`config.mk`:
```
export PLATFORM = sky130hd
export DESIGN_NAME = ewc_wait_ctrl
export DESIGN_NICKNAME = d
export VERILOG_FILES = /design/src/shared/ewc_pkg.sv /design/src/rtl/ewc_wait_ctrl.sv
export VERILOG_INCLUDE_DIRS = /design/src /design/src/shared
export SDC_FILE = /design/constraint.sdc
export NUM_CORES = 1
export LEC_CHECK = 0
export ABC_AREA = 1
export BUFFER_PORTS_ARGS = -buffer_cell sky130_fd_sc_hd__buf_2
export CORE_MARGIN = 2
export CORE_UTILIZATION = 57
export DETAILED_ROUTE_END_ITERATION = 8
export HOLD_SLACK_MARGIN = 0.03
export PLACE_DENSITY = 0.85
export SYNTH_ARGS = -nofsm -noshare
export SYNTH_HDL_FRONTEND = slang
export SYNTH_SLANG_ARGS = --single-unit
```
`constraint.sdc`:
```
create_clock -name aclk -period 2 [get_ports aclk]
set_input_delay 0.2 -clock aclk [delete_from_list [all_inputs] [get_ports aclk]]
set_output_delay 0.2 -clock aclk [all_outputs]
set_load 0.01 [all_outputs]
```
`src/shared/ewc_params.svh`:
```
`ifndef EWC_PARAMS_SVH
`define EWC_PARAMS_SVH

// Register byte offsets
`define EWC_OFS_ACCESS_STATE  12'h000
`define EWC_OFS_WAIT_ENABLE   12'h004
`define EWC_OFS_DELAY_CONTROL 12'h008
`define EWC_OFS_STATUS        12'h00c

// Reset values
`define EWC_RST_ACCESS_STATE  8'hff
`define EWC_RST_WAIT_ENABLE   8'hff
`define EWC_RST_DELAY_CONTROL 8'hf3

// Delay control field positions
`define EWC_COUNT_LSB         0
`define EWC_COUNT_MSB         1
`define EWC_MODE_LO_BIT       2
`define EWC_MODE_HI_BIT       3

// Status field positions
`define EWC_STAT_BUSY_BIT     0
`define EWC_STAT_DELAY_LSB    8

// AXI responses
`define EWC_RESP_OKAY         2'b00
`define EWC_RESP_SLVERR       2'b10

`endif

```
`src/shared/ewc_pkg.sv`:
```
package ewc_pkg;

   // Bus cycle sequencer states
   typedef enum logic [2:0] {
      ST_IDLE,
      ST_T1,
      ST_T2,
      ST_TW,
      ST_T3
   } ewc_state_type;

   // Resolved delay mode of one access
   typedef enum logic [2:0] {
      MODE_NONE,
      MODE_PIN0,
      MODE_PROG,
      MODE_PIN1,
      MODE_AUTO
   } ewc_mode_type;

   // Access request from the CPU bus master
   typedef struct packed {
      logic       start;
      logic [2:0] area;
   } ewc_req_type;

   // Per-access timing view towards the external bus
   typedef struct packed {
      logic three_state;
      logic second_access_state;
      logic inserted_delay_state;
      logic cycle_end;
   } ewc_bus_type;

endpackage

```
`src/rtl/ewc_wait_ctrl.sv`:
```
// Our own choices: the AXI4-Lite register port and the register offsets.
`timescale 1ns/100ps
`include "ewc_params.svh"
// Notes on behaviour
// RL1 - Per-area three-state and delay enable bits
// RL2 - Mode select bits shared by all areas
// RL3 - Decode area bits and mode into mode
// RL4 - Pin mode 0: counter idle, pin only
// RL5 - Pin mode 0: extend while pin low
// RL6 - Pin mode 1: counted states first
// RL7 - Pin mode 1: extend after last counted
// RL8 - Pin mode 1 count zero acts like 0
// RL9 - Auto mode: pin low gives counted states
// RL10 - Auto mode: never extend past count
// RL11 - Programmable mode: always counted states
// RL12 - Reset values FF, FF, F3
// RL13 - Register writes apply from next cycle
// RL14 - Two-bit count in low bits
// RL15 - Two-state areas never get delays
module ewc_wait_ctrl #(
   parameter int AREAS   = 8,
   parameter int CNT_W   = 2
) (
   input  wire logic               aclk,
   input  wire logic               aresetn,
   input  wire logic [11:0]        s_axi_awaddr,
   input  wire logic               s_axi_awvalid,
   output logic                    s_axi_awready,
   input  wire logic [31:0]        s_axi_wdata,
   input  wire logic [3:0]         s_axi_wstrb,
   input  wire logic               s_axi_wvalid,
   output logic                    s_axi_wready,
   output logic [1:0]              s_axi_bresp,
   output logic                    s_axi_bvalid,
   input  wire logic               s_axi_bready,
   input  wire logic [11:0]        s_axi_araddr,
   input  wire logic               s_axi_arvalid,
   output logic                    s_axi_arready,
   output logic [31:0]             s_axi_rdata,
   output logic [1:0]              s_axi_rresp,
   output logic                    s_axi_rvalid,
   input  wire logic               s_axi_rready,
   input  wire ewc_pkg::ewc_req_type req,
   output logic                    req_ready,
   input  wire logic               hold_req_n,
   output ewc_pkg::ewc_bus_type    bus
);
   import ewc_pkg::*;

   ////////////////////////////////////////////////////////////////////////
   // Registers and state

   logic [AREAS-1:0] area_access_state_reg;
   logic [AREAS-1:0] area_wait_enable_reg;
   logic [7:0]       delay_control_reg;
   logic             hold_meta;
   logic             hold_sync;
   ewc_state_type    state;
   ewc_mode_type     snap_mode;
   logic             snap_three;
   logic [CNT_W-1:0] snap_count;
   logic [CNT_W-1:0] wait_left;
   logic             pin_ext;
   logic [7:0]       delay_total;
   logic [7:0]       last_delay;
   logic             aw_held;
   logic             w_held;
   logic [11:0]      aw_addr;
   logic [31:0]      w_data;
   logic [3:0]       w_strb;
   logic             pin_low;
   logic             wr_fire;
   logic [CNT_W-1:0] wc_field;

   assign pin_low  = ~hold_sync;
   assign wr_fire  = aw_held && w_held && !s_axi_bvalid;
   assign wc_field = delay_control_reg[`EWC_COUNT_MSB:`EWC_COUNT_LSB]; // [RL14]

   // Mode of one area from its two bits and the shared select bits
   function automatic ewc_mode_type area_mode(input logic three, input logic en, input logic [1:0] ms);
      ewc_mode_type m;
      m = MODE_NONE;
      if (!three) begin
         m = MODE_NONE;
      end else if (!en) begin
         m = MODE_PIN0;
      end else begin
         case (ms)
            2'b00:   m = MODE_PROG;
            2'b01:   m = MODE_NONE;
            2'b10:   m = MODE_PIN1;
            default: m = MODE_AUTO;
         endcase
      end
      return m;
   endfunction

   ////////////////////////////////////////////////////////////////////////
   // Hold request pin synchroniser

   always_ff @(posedge aclk) begin
      if (!aresetn) begin
         hold_meta <= 1'b1;
         hold_sync <= 1'b1;
      end else begin
         hold_meta <= hold_req_n;
         hold_sync <= hold_meta;
      end
   end

   ////////////////////////////////////////////////////////////////////////
   // AXI4-Lite write channel

   assign s_axi_awready = !aw_held;
   assign s_axi_wready  = !w_held;

   // Capture address and data in either order
   always_ff @(posedge aclk) begin
      if (!aresetn) begin
         aw_held <= 1'b0;
         w_held  <= 1'b0;
         aw_addr <= 12'h000;
         w_data  <= 32'h0000_0000;
         w_strb  <= 4'h0;
      end else begin
         if (s_axi_awvalid && s_axi_awready) begin
            aw_held <= 1'b1;
            aw_addr <= s_axi_awaddr;
         end else if (wr_fire) begin
            aw_held <= 1'b0;
         end
         if (s_axi_wvalid && s_axi_wready) begin
            w_held <= 1'b1;
            w_data <= s_axi_wdata;
            w_strb <= s_axi_wstrb;
         end else if (wr_fire) begin
            w_held <= 1'b0;
         end
      end
   end

   // Register update and write response
   always_ff @(posedge aclk) begin
      if (!aresetn) begin
         area_access_state_reg <= `EWC_RST_ACCESS_STATE; // [RL12]
         area_wait_enable_reg  <= `EWC_RST_WAIT_ENABLE;
         delay_control_reg     <= `EWC_RST_DELAY_CONTROL;
         s_axi_bvalid          <= 1'b0;
         s_axi_bresp           <= `EWC_RESP_OKAY;
      end else begin
         if (s_axi_bvalid && s_axi_bready) begin
            s_axi_bvalid <= 1'b0;
         end
         if (wr_fire) begin
            s_axi_bvalid <= 1'b1;
            s_axi_bresp  <= `EWC_RESP_OKAY;
            if (aw_addr[11:2] == `EWC_OFS_ACCESS_STATE >> 2) begin
               if (w_strb[0]) area_access_state_reg <= w_data[AREAS-1:0]; // [RL1]
            end else if (aw_addr[11:2] == `EWC_OFS_WAIT_ENABLE >> 2) begin
               if (w_strb[0]) area_wait_enable_reg <= w_data[AREAS-1:0]; // [RL1]
            end else if (aw_addr[11:2] == `EWC_OFS_DELAY_CONTROL >> 2) begin
               if (w_strb[0]) delay_control_reg <= w_data[7:0];
            end else if (aw_addr[11:2] == `EWC_OFS_STATUS >> 2) begin
               s_axi_bresp <= `EWC_RESP_OKAY; // Read-only, write ignored
            end else begin
               s_axi_bresp <= `EWC_RESP_SLVERR;
            end
         end
      end
   end

   ////////////////////////////////////////////////////////////////////////
   // AXI4-Lite read channel

   assign s_axi_arready = !s_axi_rvalid;

   // One-cycle read answer
   always_ff @(posedge aclk) begin
      if (!aresetn) begin
         s_axi_rvalid <= 1'b0;
         s_axi_rdata  <= 32'h0000_0000;
         s_axi_rresp  <= `EWC_RESP_OKAY;
      end else begin
         if (s_axi_rvalid && s_axi_rready) begin
            s_axi_rvalid <= 1'b0;
         end
         if (s_axi_arvalid && s_axi_arready) begin
            s_axi_rvalid <= 1'b1;
            s_axi_rresp  <= `EWC_RESP_OKAY;
            s_axi_rdata  <= 32'h0000_0000;
            if (s_axi_araddr[11:2] == `EWC_OFS_ACCESS_STATE >> 2) begin
               s_axi_rdata[AREAS-1:0] <= area_access_state_reg;
            end else if (s_axi_araddr[11:2] == `EWC_OFS_WAIT_ENABLE >> 2) begin
               s_axi_rdata[AREAS-1:0] <= area_wait_enable_reg;
            end else if (s_axi_araddr[11:2] == `EWC_OFS_DELAY_CONTROL >> 2) begin
               s_axi_rdata[7:0] <= delay_control_reg;
            end else if (s_axi_araddr[11:2] == `EWC_OFS_STATUS >> 2) begin
               s_axi_rdata[`EWC_STAT_BUSY_BIT] <= (state != ST_IDLE);
               s_axi_rdata[`EWC_STAT_DELAY_LSB +: 8] <= last_delay;
            end else begin
               s_axi_rresp <= `EWC_RESP_SLVERR;
            end
         end
      end
   end

   ////////////////////////////////////////////////////////////////////////
   // Bus cycle sequencer

   assign req_ready = (state == ST_IDLE);

   // Access states; one delay state per clock
   always_ff @(posedge aclk) begin
      if (!aresetn) begin
         state      <= ST_IDLE;
         snap_mode  <= MODE_NONE;
         snap_three <= 1'b0;
         snap_count <= '0;
         wait_left  <= '0;
         pin_ext    <= 1'b0;
      end else begin
         case (state)
            ST_IDLE: begin
               if (req.start) begin
                  // Settings frozen for the whole cycle [RL13]
                  snap_three <= area_access_state_reg[req.area];
                  snap_mode  <= area_mode(area_access_state_reg[req.area], area_wait_enable_reg[req.area],
                                          {delay_control_reg[`EWC_MODE_HI_BIT],
                                           delay_control_reg[`EWC_MODE_LO_BIT]}); // [RL1] [RL2] [RL3]
                  snap_count <= wc_field;
                  state      <= ST_T1;
               end
            end
            ST_T1: begin
               state <= ST_T2;
            end
            ST_T2: begin
               state   <= ST_T3;
               pin_ext <= 1'b0;
               if (!snap_three) begin
                  state <= ST_IDLE; // [RL15]
               end else begin
                  case (snap_mode)
                     MODE_PIN0: begin
                        if (pin_low) begin // [RL4] [RL5]
                           state     <= ST_TW;
                           wait_left <= '0;
                           pin_ext   <= 1'b1;
                        end
                     end
                     MODE_PROG: begin
                        if (snap_count != '0) begin // [RL11]
                           state     <= ST_TW;
                           wait_left <= snap_count;
                        end
                     end
                     MODE_PIN1: begin
                        if (snap_count != '0) begin // [RL6]
                           state     <= ST_TW;
                           wait_left <= snap_count;
                           pin_ext   <= 1'b1;
                        end else if (pin_low) begin // [RL8]
                           state     <= ST_TW;
                           wait_left <= '0;
                           pin_ext   <= 1'b1;
                        end
                     end
                     MODE_AUTO: begin
                        if (pin_low && snap_count != '0) begin // [RL9]
                           state     <= ST_TW;
                           wait_left <= snap_count;
                        end
                     end
                     default: begin
                        state <= ST_T3;
                     end
                  endcase
               end
            end
            ST_TW: begin
               if (wait_left > 1) begin
                  wait_left <= wait_left - 1'b1;
               end else if (pin_ext && pin_low) begin
                  wait_left <= '0; // [RL5] [RL7]
               end else begin
                  state <= ST_T3; // [RL10]
               end
            end
            ST_T3: begin
               state <= ST_IDLE;
            end
            default: begin
               state <= ST_IDLE;
            end
         endcase
      end
   end

   // Delay states inserted in the last finished access
   always_ff @(posedge aclk) begin
      if (!aresetn) begin
         delay_total <= 8'h00;
         last_delay  <= 8'h00;
      end else if (state == ST_T1) begin
         delay_total <= 8'h00;
      end else if (state == ST_TW && delay_total != 8'hff) begin
         delay_total <= delay_total + 8'h01;
      end else if (bus.cycle_end) begin
         last_delay <= delay_total;
      end
   end

   // Bus timing outputs
   assign bus.three_state          = snap_three && (state != ST_IDLE);
   assign bus.second_access_state  = (state == ST_T2);
   assign bus.inserted_delay_state = (state == ST_TW);
   assign bus.cycle_end            = (state == ST_T3) || (state == ST_T2 && !snap_three);
endmodule

```
Yosys cells after proc, flatten, opt, wreduce, memory -nomap -nowiden:

Cells that the tools add are included.

* add/sub/neg operators: 2
* order comparisons: 2
* equality and inequality tests: 25
* mux-type cells: 54
* bitwise operators: 6
* reductions and logical operators: 37

Operators by type and width (number)
* 8-bit two-way mux: 6
* 10-bit by 2-bit equality test with 1-bit output, second input constant: 4
* 2-bit two-way mux: 15
* 3-bit two-way mux: 10
* 3-bit one-hot mux with 4 select lines: 2
* 10-bit by 1-bit equality test with 1-bit output, second input constant: 2
* 10-bit zero test: 2
* 1-bit two-way mux: 14
* 3-bit by 2-bit equality test with 1-bit output, second input constant: 4
* 1-bit logical AND: 12
* 2-bit nonzero test: 6
* 3-bit one-hot mux with 3 select lines: 1
* 3-bit AND reduction: 3
* 8-bit by 1-bit adder with 8-bit output, second input constant: 1
* 8-bit != test, second input constant: 1
* 2-bit one-hot mux with 4 select lines: 1
* 7-bit two-way mux: 1
* 1-bit binary-select mux with 3-bit select: 2
* 3-bit by 1-bit equality test with 1-bit output, second input constant: 2
* 3-bit equality test, second input constant: 2
* 2-bit != test, second input constant: 3
* 3-bit != test, second input constant: 2
* 1-bit inverter: 6
* 6-bit AND reduction: 1
* other kinds (19): 23

* flip-flop bits (word level): 99
* logic and storage cells: 149

Logic depth before layout (Yosys ltp):

Gate-level depths: netlist of the first run.

* depth after elaboration: 6
* gate-level depth with buffers: 10
* depth with buffers taken out: 10

Worst setup path after synthesis of the first run:

Ideal clock, no wire load.

* path type: reg2reg
* start: reg aw_addr[11]
* end: reg area_access_state_reg[5]
* library setup time: 146 ps
* arrival time: 1242 ps
* required time: 1854 ps
* path slack: 612 ps
* stages on the path, launching flop included: 7
* buffers on the path: 1
* path through: dfxtp_1 -> or2_4 -> nor3_4 -> nand3_2 -> buf_6 -> nand2_1 -> o211ai_2

* longest elaborated chain between the ends: 2

Ends and longest elaborated chain
* start, declared: line ewc_wait_ctrl.sv:68 `logic [11:0] aw_addr;`
* start signal, assigned: line ewc_wait_ctrl.sv:128 `aw_addr <= s_axi_awaddr;`
* 10-bit zero test: line ewc_wait_ctrl.sv:157 `` if (aw_addr[11:2] == `EWC_OFS_ACCESS_STATE >> 2) begin ``
* 3-bit AND reduction (no line)
* end signal, assigned: line ewc_wait_ctrl.sv:145 `` area_access_state_reg <= `EWC_RST_ACCESS_STATE; ``
* end signal, assigned: line ewc_wait_ctrl.sv:158 `if (w_strb[0]) area_access_state_reg <= w_data[AREAS-1:0];`
* end, declared: line ewc_wait_ctrl.sv:53 `logic [AREAS-1:0] area_access_state_reg;`

No other way between the ends.
A chain may end at the register's enable or synchronous reset.

==> results of run 1 <==
power groups by stage:
stage	clock (W)	sequential [W]	combinational (W)
after global placement	0	0.00207	0.000462
after detailed placement	0	0.00207	0.000478
after CTS	0.00128	0.00202	0.000483
after floorplan	0	0.00207	0.000350
after global routing	0.00136	0.00204	0.000553
final	0.00126	0.00203	0.000481
through the flow:
stage               total power, W  cell area, µm²  hold WS [ns]  setup WS, ns  instances
floorplan                  0.00242            4620         0.307         0.612        649
global placement           0.00253            4890         0.388         0.475        787
detailed placement         0.00255            4890         0.393         0.379        787
CTS                        0.00378            5100        0.0512         0.127        804
global route               0.00395            5100        0.0624         0.119        804
finish                     0.00377            5100        0.0597         0.283        804
cells by family after synthesis:
kind of cell / count (synthesis)
compound gates: 139
xor+xnor: 3
fa+ha+maj: 1
buf+inv: 128
flops: 95
other cells: 1
simple gates: 265
repair_timing:
| action | 4_1_cts | 5_1_grt |
|---|---|---|
| gates resized for setup | 0 | 1 |
| hold buffers | 1 | 0 |
| hold endpoints to repair | 1 | 0 |
| setup endpoints to repair | 0 | 1 |
area by class of cell:
cell class                 instances  share of cell area
multi-input combinational        426               0.419
sequential                        95               0.373
timing repair buffer              74              0.0785
inverter                          91              0.0669
clock buffer                      10              0.0250
tap                              102              0.0250
clock inverter                     6              0.0132
cell usage in the layout, fill, tap and decap left out, types with 2 or more instances in the layout:
master      count
nor2_4          3
or2_2           2
clkinvlp_4      2
o211ai_2       15
o21a_1          3
nand4_1         2
nor2_2          2
o211ai_1       13
o21ai_0        54
inv_1          89
buf_4           4
clkbuf_8        9
inv_6           2
xor2_1          2
inv_2           2
buf_2          68
dfxtp_1        95
nor3_4          2
nor3_1          4
nand2_1       141
a21oi_1        50
conb_1         18
nand2_2         3
nor2_1         65
nand3_2         3
nand3_1        33
path summary, 6_finish.rpt:
| check | startpoint | endpoint | slack [ns] | depth (start not counted) |
|---|---|---|---|---|
| setup / recovery | state[2] | bus[0] | 0.28 | 6 |
| hold / removal | s_axi_awaddr[8] | aw_addr[8] | 0.06 | 3 |
| setup reg to reg | w_held | area_access_state_reg[5] | 0.38 | 7 |
| hold reg to reg | hold_meta | hold_sync | 0.42 | 1 |
cell usage after synthesis, types with 3 or more instances:
cell	count
dfxtp_1	95
inv_1	89
nand3_2	3
o211ai_2	15
buf_2	4
o21ai_0	54
a21oi_1	50
nand2_1	142
clkbuf_1	8
o21a_1	3
o211ai_1	13
buf_4	19
nor2_4	3
nand3_1	33
buf_6	4
nor2_1	65
nor3_1	4
critical path: cells and delay by family, from the launching register on:
kind	cells	cell delay, ns
flip-flops	1	0.33
AND/OR/NAND/NOR	4	0.54
buffers and inverters	2	0.29
routing by layer:
metal / wire, µm / vias up
li1: - / 2124
met1: 4410 / 1876
met2: 4570 / 125
met3: 516 / 20
met4: 208 / 0
met5: 0 / -
==> summary.md, run 1 <==
| Metric | Value |
|---|---|
| Switching part of the total | `0.277` |
| Maximum VDD drop | `0.407 mV` |
| H-tree levels | `3` |
| Number of synthesized flops with an enable pin | `0` |
| Die Width | `93.4 µm` |
| DP HPWL | `7060 µm` |
| Post-synth top flop | `dfxtp_1` |
| Synth Area in Compound Gates | `0.189` |
| Worst Clk Skew | `0.00803 ns` |
| Critical path peak fanout | `16` |
| Startpoint Class | `register` |
| Vias | `4,145` |
| Vias in the first global route | `3,807` |
| Total gr overflow | `0` |
| Adder-Cell Fraction of Synth Area | `0.00274` |
| Clock Tree Buf Depth | `2` |
| First-pass iteration count of the detailed router | `4` |
| P per Cell Area | `739 nW/µm²` |
| CTS tree | `yes` |
| # DRC | `0` |
| Critical path's most frequent cell | `nand2_1` |
| Slew Viols, Final | `0` |
| Syn Area/Cell | `7.21 µm²` |
| Required time of the critical path | `1.80 ns` |
| FF/Latch Area | `1900 µm²` |
| Unique masters post-synth | `37` |
| Layout cells sized above 1 | `0.177` |
| Post-DRT Antenna Nets | `0` |
| Synthesized instance count | `632` |
| Reg clk slew, reported paths | `0.09 ns` |
| # IOs | `118` |
| Multiplexer share of the synthesized area | `0` |
| Synthesized flop and latch total | `95` |
| CP Class | `reg -> out` |
| Multi-input gate area | `2140 µm²` |
| Main combinational cell family by area after synthesis | `simple AND/OR/NAND/NOR gates` |
| Post-layout util | `0.660` |
| IO Port Bufs | `68` |
| Final WL | `9710 µm` |
| Initial antenna violation count | `0` |
| Hold crit path type | `in -> reg` |
| Critical Path Sink Type | `primary output` |
| Nets | `770` |
| Biggest registers after layout | `s_axi_rdata: 16 flops, aw_addr: 10 flops` |
| Clk sinks | `95` |
| Initial Util | `0.590` |
| Setup bufs post-CTS | `0` |
| Status | `complete, no violations` |
| Xor/xnor cell area share of the yosys netlist | `0.00576` |
| GR Util met1 | `0.293` |
| Core Area | `7730 µm²` |
| Hold Vio Cnt, Final | `0` |
| DIE AREA | `8730 µm²` |
| Area share of the largest cell type after synthesis | `0.417` |
| Final setup fails | `0` |
| Synth Area in Simple Gates | `0.256` |
| Largest net degree at the start of global routing | `53` |
| First-pass GRT wire length | `16,600 µm` |
| Synth Warn # | `0` |
| Top post-synthesis cells by area | `dfxtp_1 42%, nand2_1 12%, inv_1 7.3%` |
| Asr flop ratio synth | `0` |
| Detail-routed net length per standard cell | `12.1 µm` |
| RSZ-0062 raised after global routing | `false` |
| Worst EP arrival | `1.52 ns` |
| Gate power share | `0.128` |
| Grt met2 use | `0.398` |
| Top reg by flops | `s_axi_rdata` |
| Sequential share of power | `0.537` |
| Period utilisation layout | `0.859` |
| Iter 0 DRT Violations | `182` |
| Max reg flops | `16` |
| Diode count | `0` |
| Busiest grt layer | `met2` |
| Worst-path cell chain | `nor2_1 > nand2_1 > inv_1 > nand2_1 > nand2_2 > buf_2` |
| Clk_lat worst skew | `0.36 ns` |
| Slowest cell on the critical path | `dfxtp_1` |
| Num rows | `32` |
| Pleak | `2.60 nW` |
| Yosys top cell by area | `dfxtp_1` |
| Power share of the clock group | `0.335` |
| Syn-to-layout area delta | `11.9%` |
| Slowest stage delay, CP | `0.33 ns` |
| GRT met3 Usage | `0.0355` |
| Final critical-path required period | `1.72 ns` |
| Fmax | `0.582 GHz` |
| Die H | `93.4 µm` |
| Synthesized cell area | `4560 µm²` |
| GP Congestion | `0.928` |
| NetSw | `0.00104 W` |
| Total track usage | `0.233` |
| Post-synthesis sequential area ratio | `0.417` |
| Setup TNS | `0 ns` |
| Vias per std cell | `5.16` |
| Max Cap Viol | `0` |
| Cell internal pwr | `0.00272 W` |
| Cts bufs inserted | `9` |
| Fillers | `676` |
| Clock root buffer master | `clkbuf_8` |
Note: power is estimated with default switching activity, not from simulation.
==> run 2, diff against run 1 <==
--- a/config.mk
+++ b/config.mk
@@ -6,13 +6,15 @@
 export SDC_FILE = /design/constraint.sdc
 export NUM_CORES = 1
 export LEC_CHECK = 0
-export ABC_AREA = 1
+export ABC_AREA = 0
 export BUFFER_PORTS_ARGS = -buffer_cell sky130_fd_sc_hd__buf_2
+export CELL_PAD_IN_SITES_DETAIL_PLACEMENT = 1
+export CELL_PAD_IN_SITES_GLOBAL_PLACEMENT = 1
 export CORE_MARGIN = 2
-export CORE_UTILIZATION = 57
+export CORE_UTILIZATION = 41
 export DETAILED_ROUTE_END_ITERATION = 8
 export HOLD_SLACK_MARGIN = 0.03
-export PLACE_DENSITY = 0.85
+export PLACE_DENSITY_LB_ADDON = 0.1
 export SYNTH_ARGS = -nofsm -noshare
 export SYNTH_HDL_FRONTEND = slang
 export SYNTH_SLANG_ARGS = --single-unit
==> summary.md, run 2 <==
| Metric | Value |
|---|---|
| Status | `complete, no violations` |
| Synthesized flop and latch total | `95 (unchanged)` |
| Slew Viols, Final | `0 (unchanged)` |
| Synthesized cell area | `4150 µm² (-8.9%)` |
| GP Congestion | `0.752 (-19%)` |
| Commonest non-fill, non-tap cell in the layout | `dfxtp_1` |
| H-tree levels | `3 (unchanged)` |
| Post-DRT Antenna Nets | `0 (unchanged)` |
| Power share of the clock group | `0.382 (+0.047)` |
| Startpoint Class | `register` |
| Unique masters post-synth | `51 (+38%)` |
| Vias | `3,305 (-20%)` |
| Required time of the critical path | `2.25 ns (+0.45 ns)` |
| CP Class | `reg -> reg` |
| CTS tree | `yes` |
| Top reg by flops | `s_axi_rdata` |
| Number of synthesized flops with an enable pin | `0 (unchanged)` |
| First-pass iteration count of the detailed router | `4 (unchanged)` |
| Initial Util | `0.423 (-0.167)` |
| # IOs | `118 (unchanged)` |
| Top post-synthesis cells by area | `dfxtp_1 46%, mux2i_1 10%, nand2_1 7.6%` |
| Critical path peak fanout | `8 (-8)` |
| Final critical-path required period | `1.96 ns (+0.246 ns)` |
| Setup bufs post-CTS | `0 (unchanged)` |
| Normalized max-slew margin | `0.558` |
| Syn Area/Cell | `9.05 µm² (+25%)` |
| Post-route cell area | `4830 µm² (-5.3%)` |
| Worst setup margin | `0.0365 ns (-0.246 ns)` |
| Sequential share of power | `0.527 (-0.010)` |
| DIE AREA | `10,900 µm² (+25%)` |
| Hold Vio Cnt, Final | `0 (unchanged)` |
| Placed cell count | `651 (-17%)` |
| Pre-CTS setup slack | `0.0630 ns (-0.316 ns)` |
| Syn-to-layout area delta | `16.4%` |
| Detail-routed net length per standard cell | `14.3 µm (+18%)` |
| Clock root buffer master | `clkbuf_8` |
| Asr flop ratio synth | `0 (unchanged)` |
| Synthesized instance count | `459 (-27%)` |
| Largest net degree at the start of global routing | `22 (-58%)` |
| Slew @ Worst Pin | `0.661 ns` |
| RSZ-0062 raised after global routing | `true` |
| IO Port Bufs | `68 (unchanged)` |
| Hold crit path type | `in -> reg` |
| Post-DP Area | `4570 µm² (-6.6%)` |
| Yosys top cell by area | `dfxtp_1` |
| Reg clk slew, reported paths | `0.09 ns (about the same)` |
| Clk_lat worst skew | `0.36 ns (about the same)` |
| Top-count cell post-synth | `dfxtp_1` |
| Layout cells sized above 1 | `0.219 (+0.0421)` |
| Die Width | `105 µm (+12%)` |
| Switching part of the total | `0.247 (-0.0300)` |
| Vias in the first global route | `3,370 (-11%)` |
| Die H | `105 µm (+12%)` |
| Post-synthesis sequential area ratio | `0.458 (+0.0407)` |
| Gate power share | `0.091 (-0.037)` |
| Post-synth top flop | `dfxtp_1` |
| Max Cap Viol | `0 (unchanged)` |
| Total track usage | `0.184 (-0.0489)` |
| Num rows | `36 (+13%)` |
| Clk sinks | `95 (unchanged)` |
| Max reg flops | `16 (unchanged)` |
| Worst EP arrival | `2.21 ns (+0.69 ns)` |
| Final WL | `9540 µm (-1.7%)` |
| First-pass GRT wire length | `16,300 µm (-1.4%)` |
| Core Area | `9820 µm² (+27%)` |
| Top cells by count, synth | `95 x dfxtp_1, 84 x nand2_1, 46 x nor2_1` |
| P per Cell Area | `777 nW/µm² (+5.2%)` |
| Critical Path Sink Type | `register` |
| Fmax | `0.509 GHz (-13%)` |
| Cts bufs inserted | `9 (unchanged)` |
| Total gr overflow | `0 (unchanged)` |
| Maximum VDD drop | `0.452 mV (+11%)` |
| Iter 0 DRT Violations | `94 (-48%)` |
| Overall Power | `0.00375 W (-0.41%)` |
| Initial antenna violation count | `0 (unchanged)` |
| Worst Clk Skew | `0.00830 ns (+0.000270 ns)` |
| Clock Tree Buf Depth | `2 (unchanged)` |
| Final setup fails | `0 (unchanged)` |
| Pleak | `2.09 nW (-20%)` |
| Biggest registers after layout | `s_axi_rdata: 16 flops, aw_addr: 10 flops` |
| Area share of the largest cell type after synthesis | `0.458 (+0.0407)` |
| Vias per std cell | `4.95 (-4.0%)` |
| DP HPWL | `7100 µm (+0.58%)` |
| Nets | `603 (-22%)` |
| Min Hold Slack | `0.0674 ns (+0.00766 ns)` |
| NetSw | `0.000928 W (-11%)` |
| Period utilisation layout | `0.982 (+0.123)` |
| Post-Layout Cell Count | `668 (-17%)` |
| Diode count | `0 (unchanged)` |
| Cell internal pwr | `0.00283 W (+3.7%)` |
| Synth Warn # | `0 (unchanged)` |
| # DRC | `0 (unchanged)` |
| Most frequent cells in the layout | `94 x dfxtp_1, 84 x nand2_1, 68 x buf_2` |
## run 2: worst max-delay path, stage by stage (launching register included)
cell and delay [ns]:
dfxtp_2 0.33, or4_4 0.54, nor2_4 0.12, or4b_1 0.46, buf_6 0.17, mux2i_1 0.16, nand2_1 0.07
## run 2: logic make-up (layout without fill, tap and decap cells)
| logic type | after synthesis | count (layout) | share of synthesized area |
|---|---|---|---|
| fa+ha+maj | 1 | 1 | 0.00301 |
| xor+xnor | 5 | 5 | 0.0105 |
| flops | 95 | 95 | 0.458 |
| buf+inv | 54 | 113 | 0.0753 |
| compound gates | 77 | 77 | 0.121 |
| simple gates | 178 | 178 | 0.201 |
| mux | 48 | 48 | 0.131 |
| other cells | 1 | 18 | 0.000903 |
## run 2: power groups by stage
stage / Combinational [W] / Clock [W] / Sequential (W)
after floorplan: 0.000251 / 0 / 0.00201
after global placement: 0.000333 / 0 / 0.00202
after detailed placement: 0.000340 / 0 / 0.00202
after CTS: 0.000343 / 0.00147 / 0.00198
after global routing: 0.000384 / 0.00156 / 0.00199
final: 0.000341 / 0.00143 / 0.00198
## run 2: area by class of cell
type                       instances  area (µm²)
sequential                        95        1900
inverter                          13        48.8
clock buffer                      10         138
multi-input combinational        327        2010
clock inverter                     6        92.6
tap                              133         166
fill                            1227        4990
timing repair buffer              84         470
## run 2: worst paths after layout
path                                       from                       to  slack, ns  cells past startpoint
worst max-delay path                aw_addr[11]  area_wait_enable_reg[7]       0.04                      6
worst min-delay path            s_axi_awaddr[4]               aw_addr[4]       0.07                      3
worst min register to register        hold_meta                hold_sync       0.43                      1
worst max register to register      aw_addr[11]  area_wait_enable_reg[7]       0.04                      6
## run 2: stage by stage
stage | setup TNS [ns] | utilization
floorplan | 0 | -
global placement | 0 | 0.466
detailed placement | 0 | 0.466
CTS | 0 | 0.490
global route | -0.267 | 0.492
finish | 0 | 0.492
## run 2: repair_timing
action                                  CTS  global route
gates resized for setup                   0             5
endpoints found under the setup margin    0            19
hold buffers                              1             0
endpoints found under the hold margin     1             0
## run 2: metal layers
layer  up-vias  wire (µm)  global-route usage
li1       1673          -                   -
met1      1571       4480               0.241
met2        50       4660               0.311
met3        11        273              0.0337
met4         0        117              0.0543
met5         -          0                   0
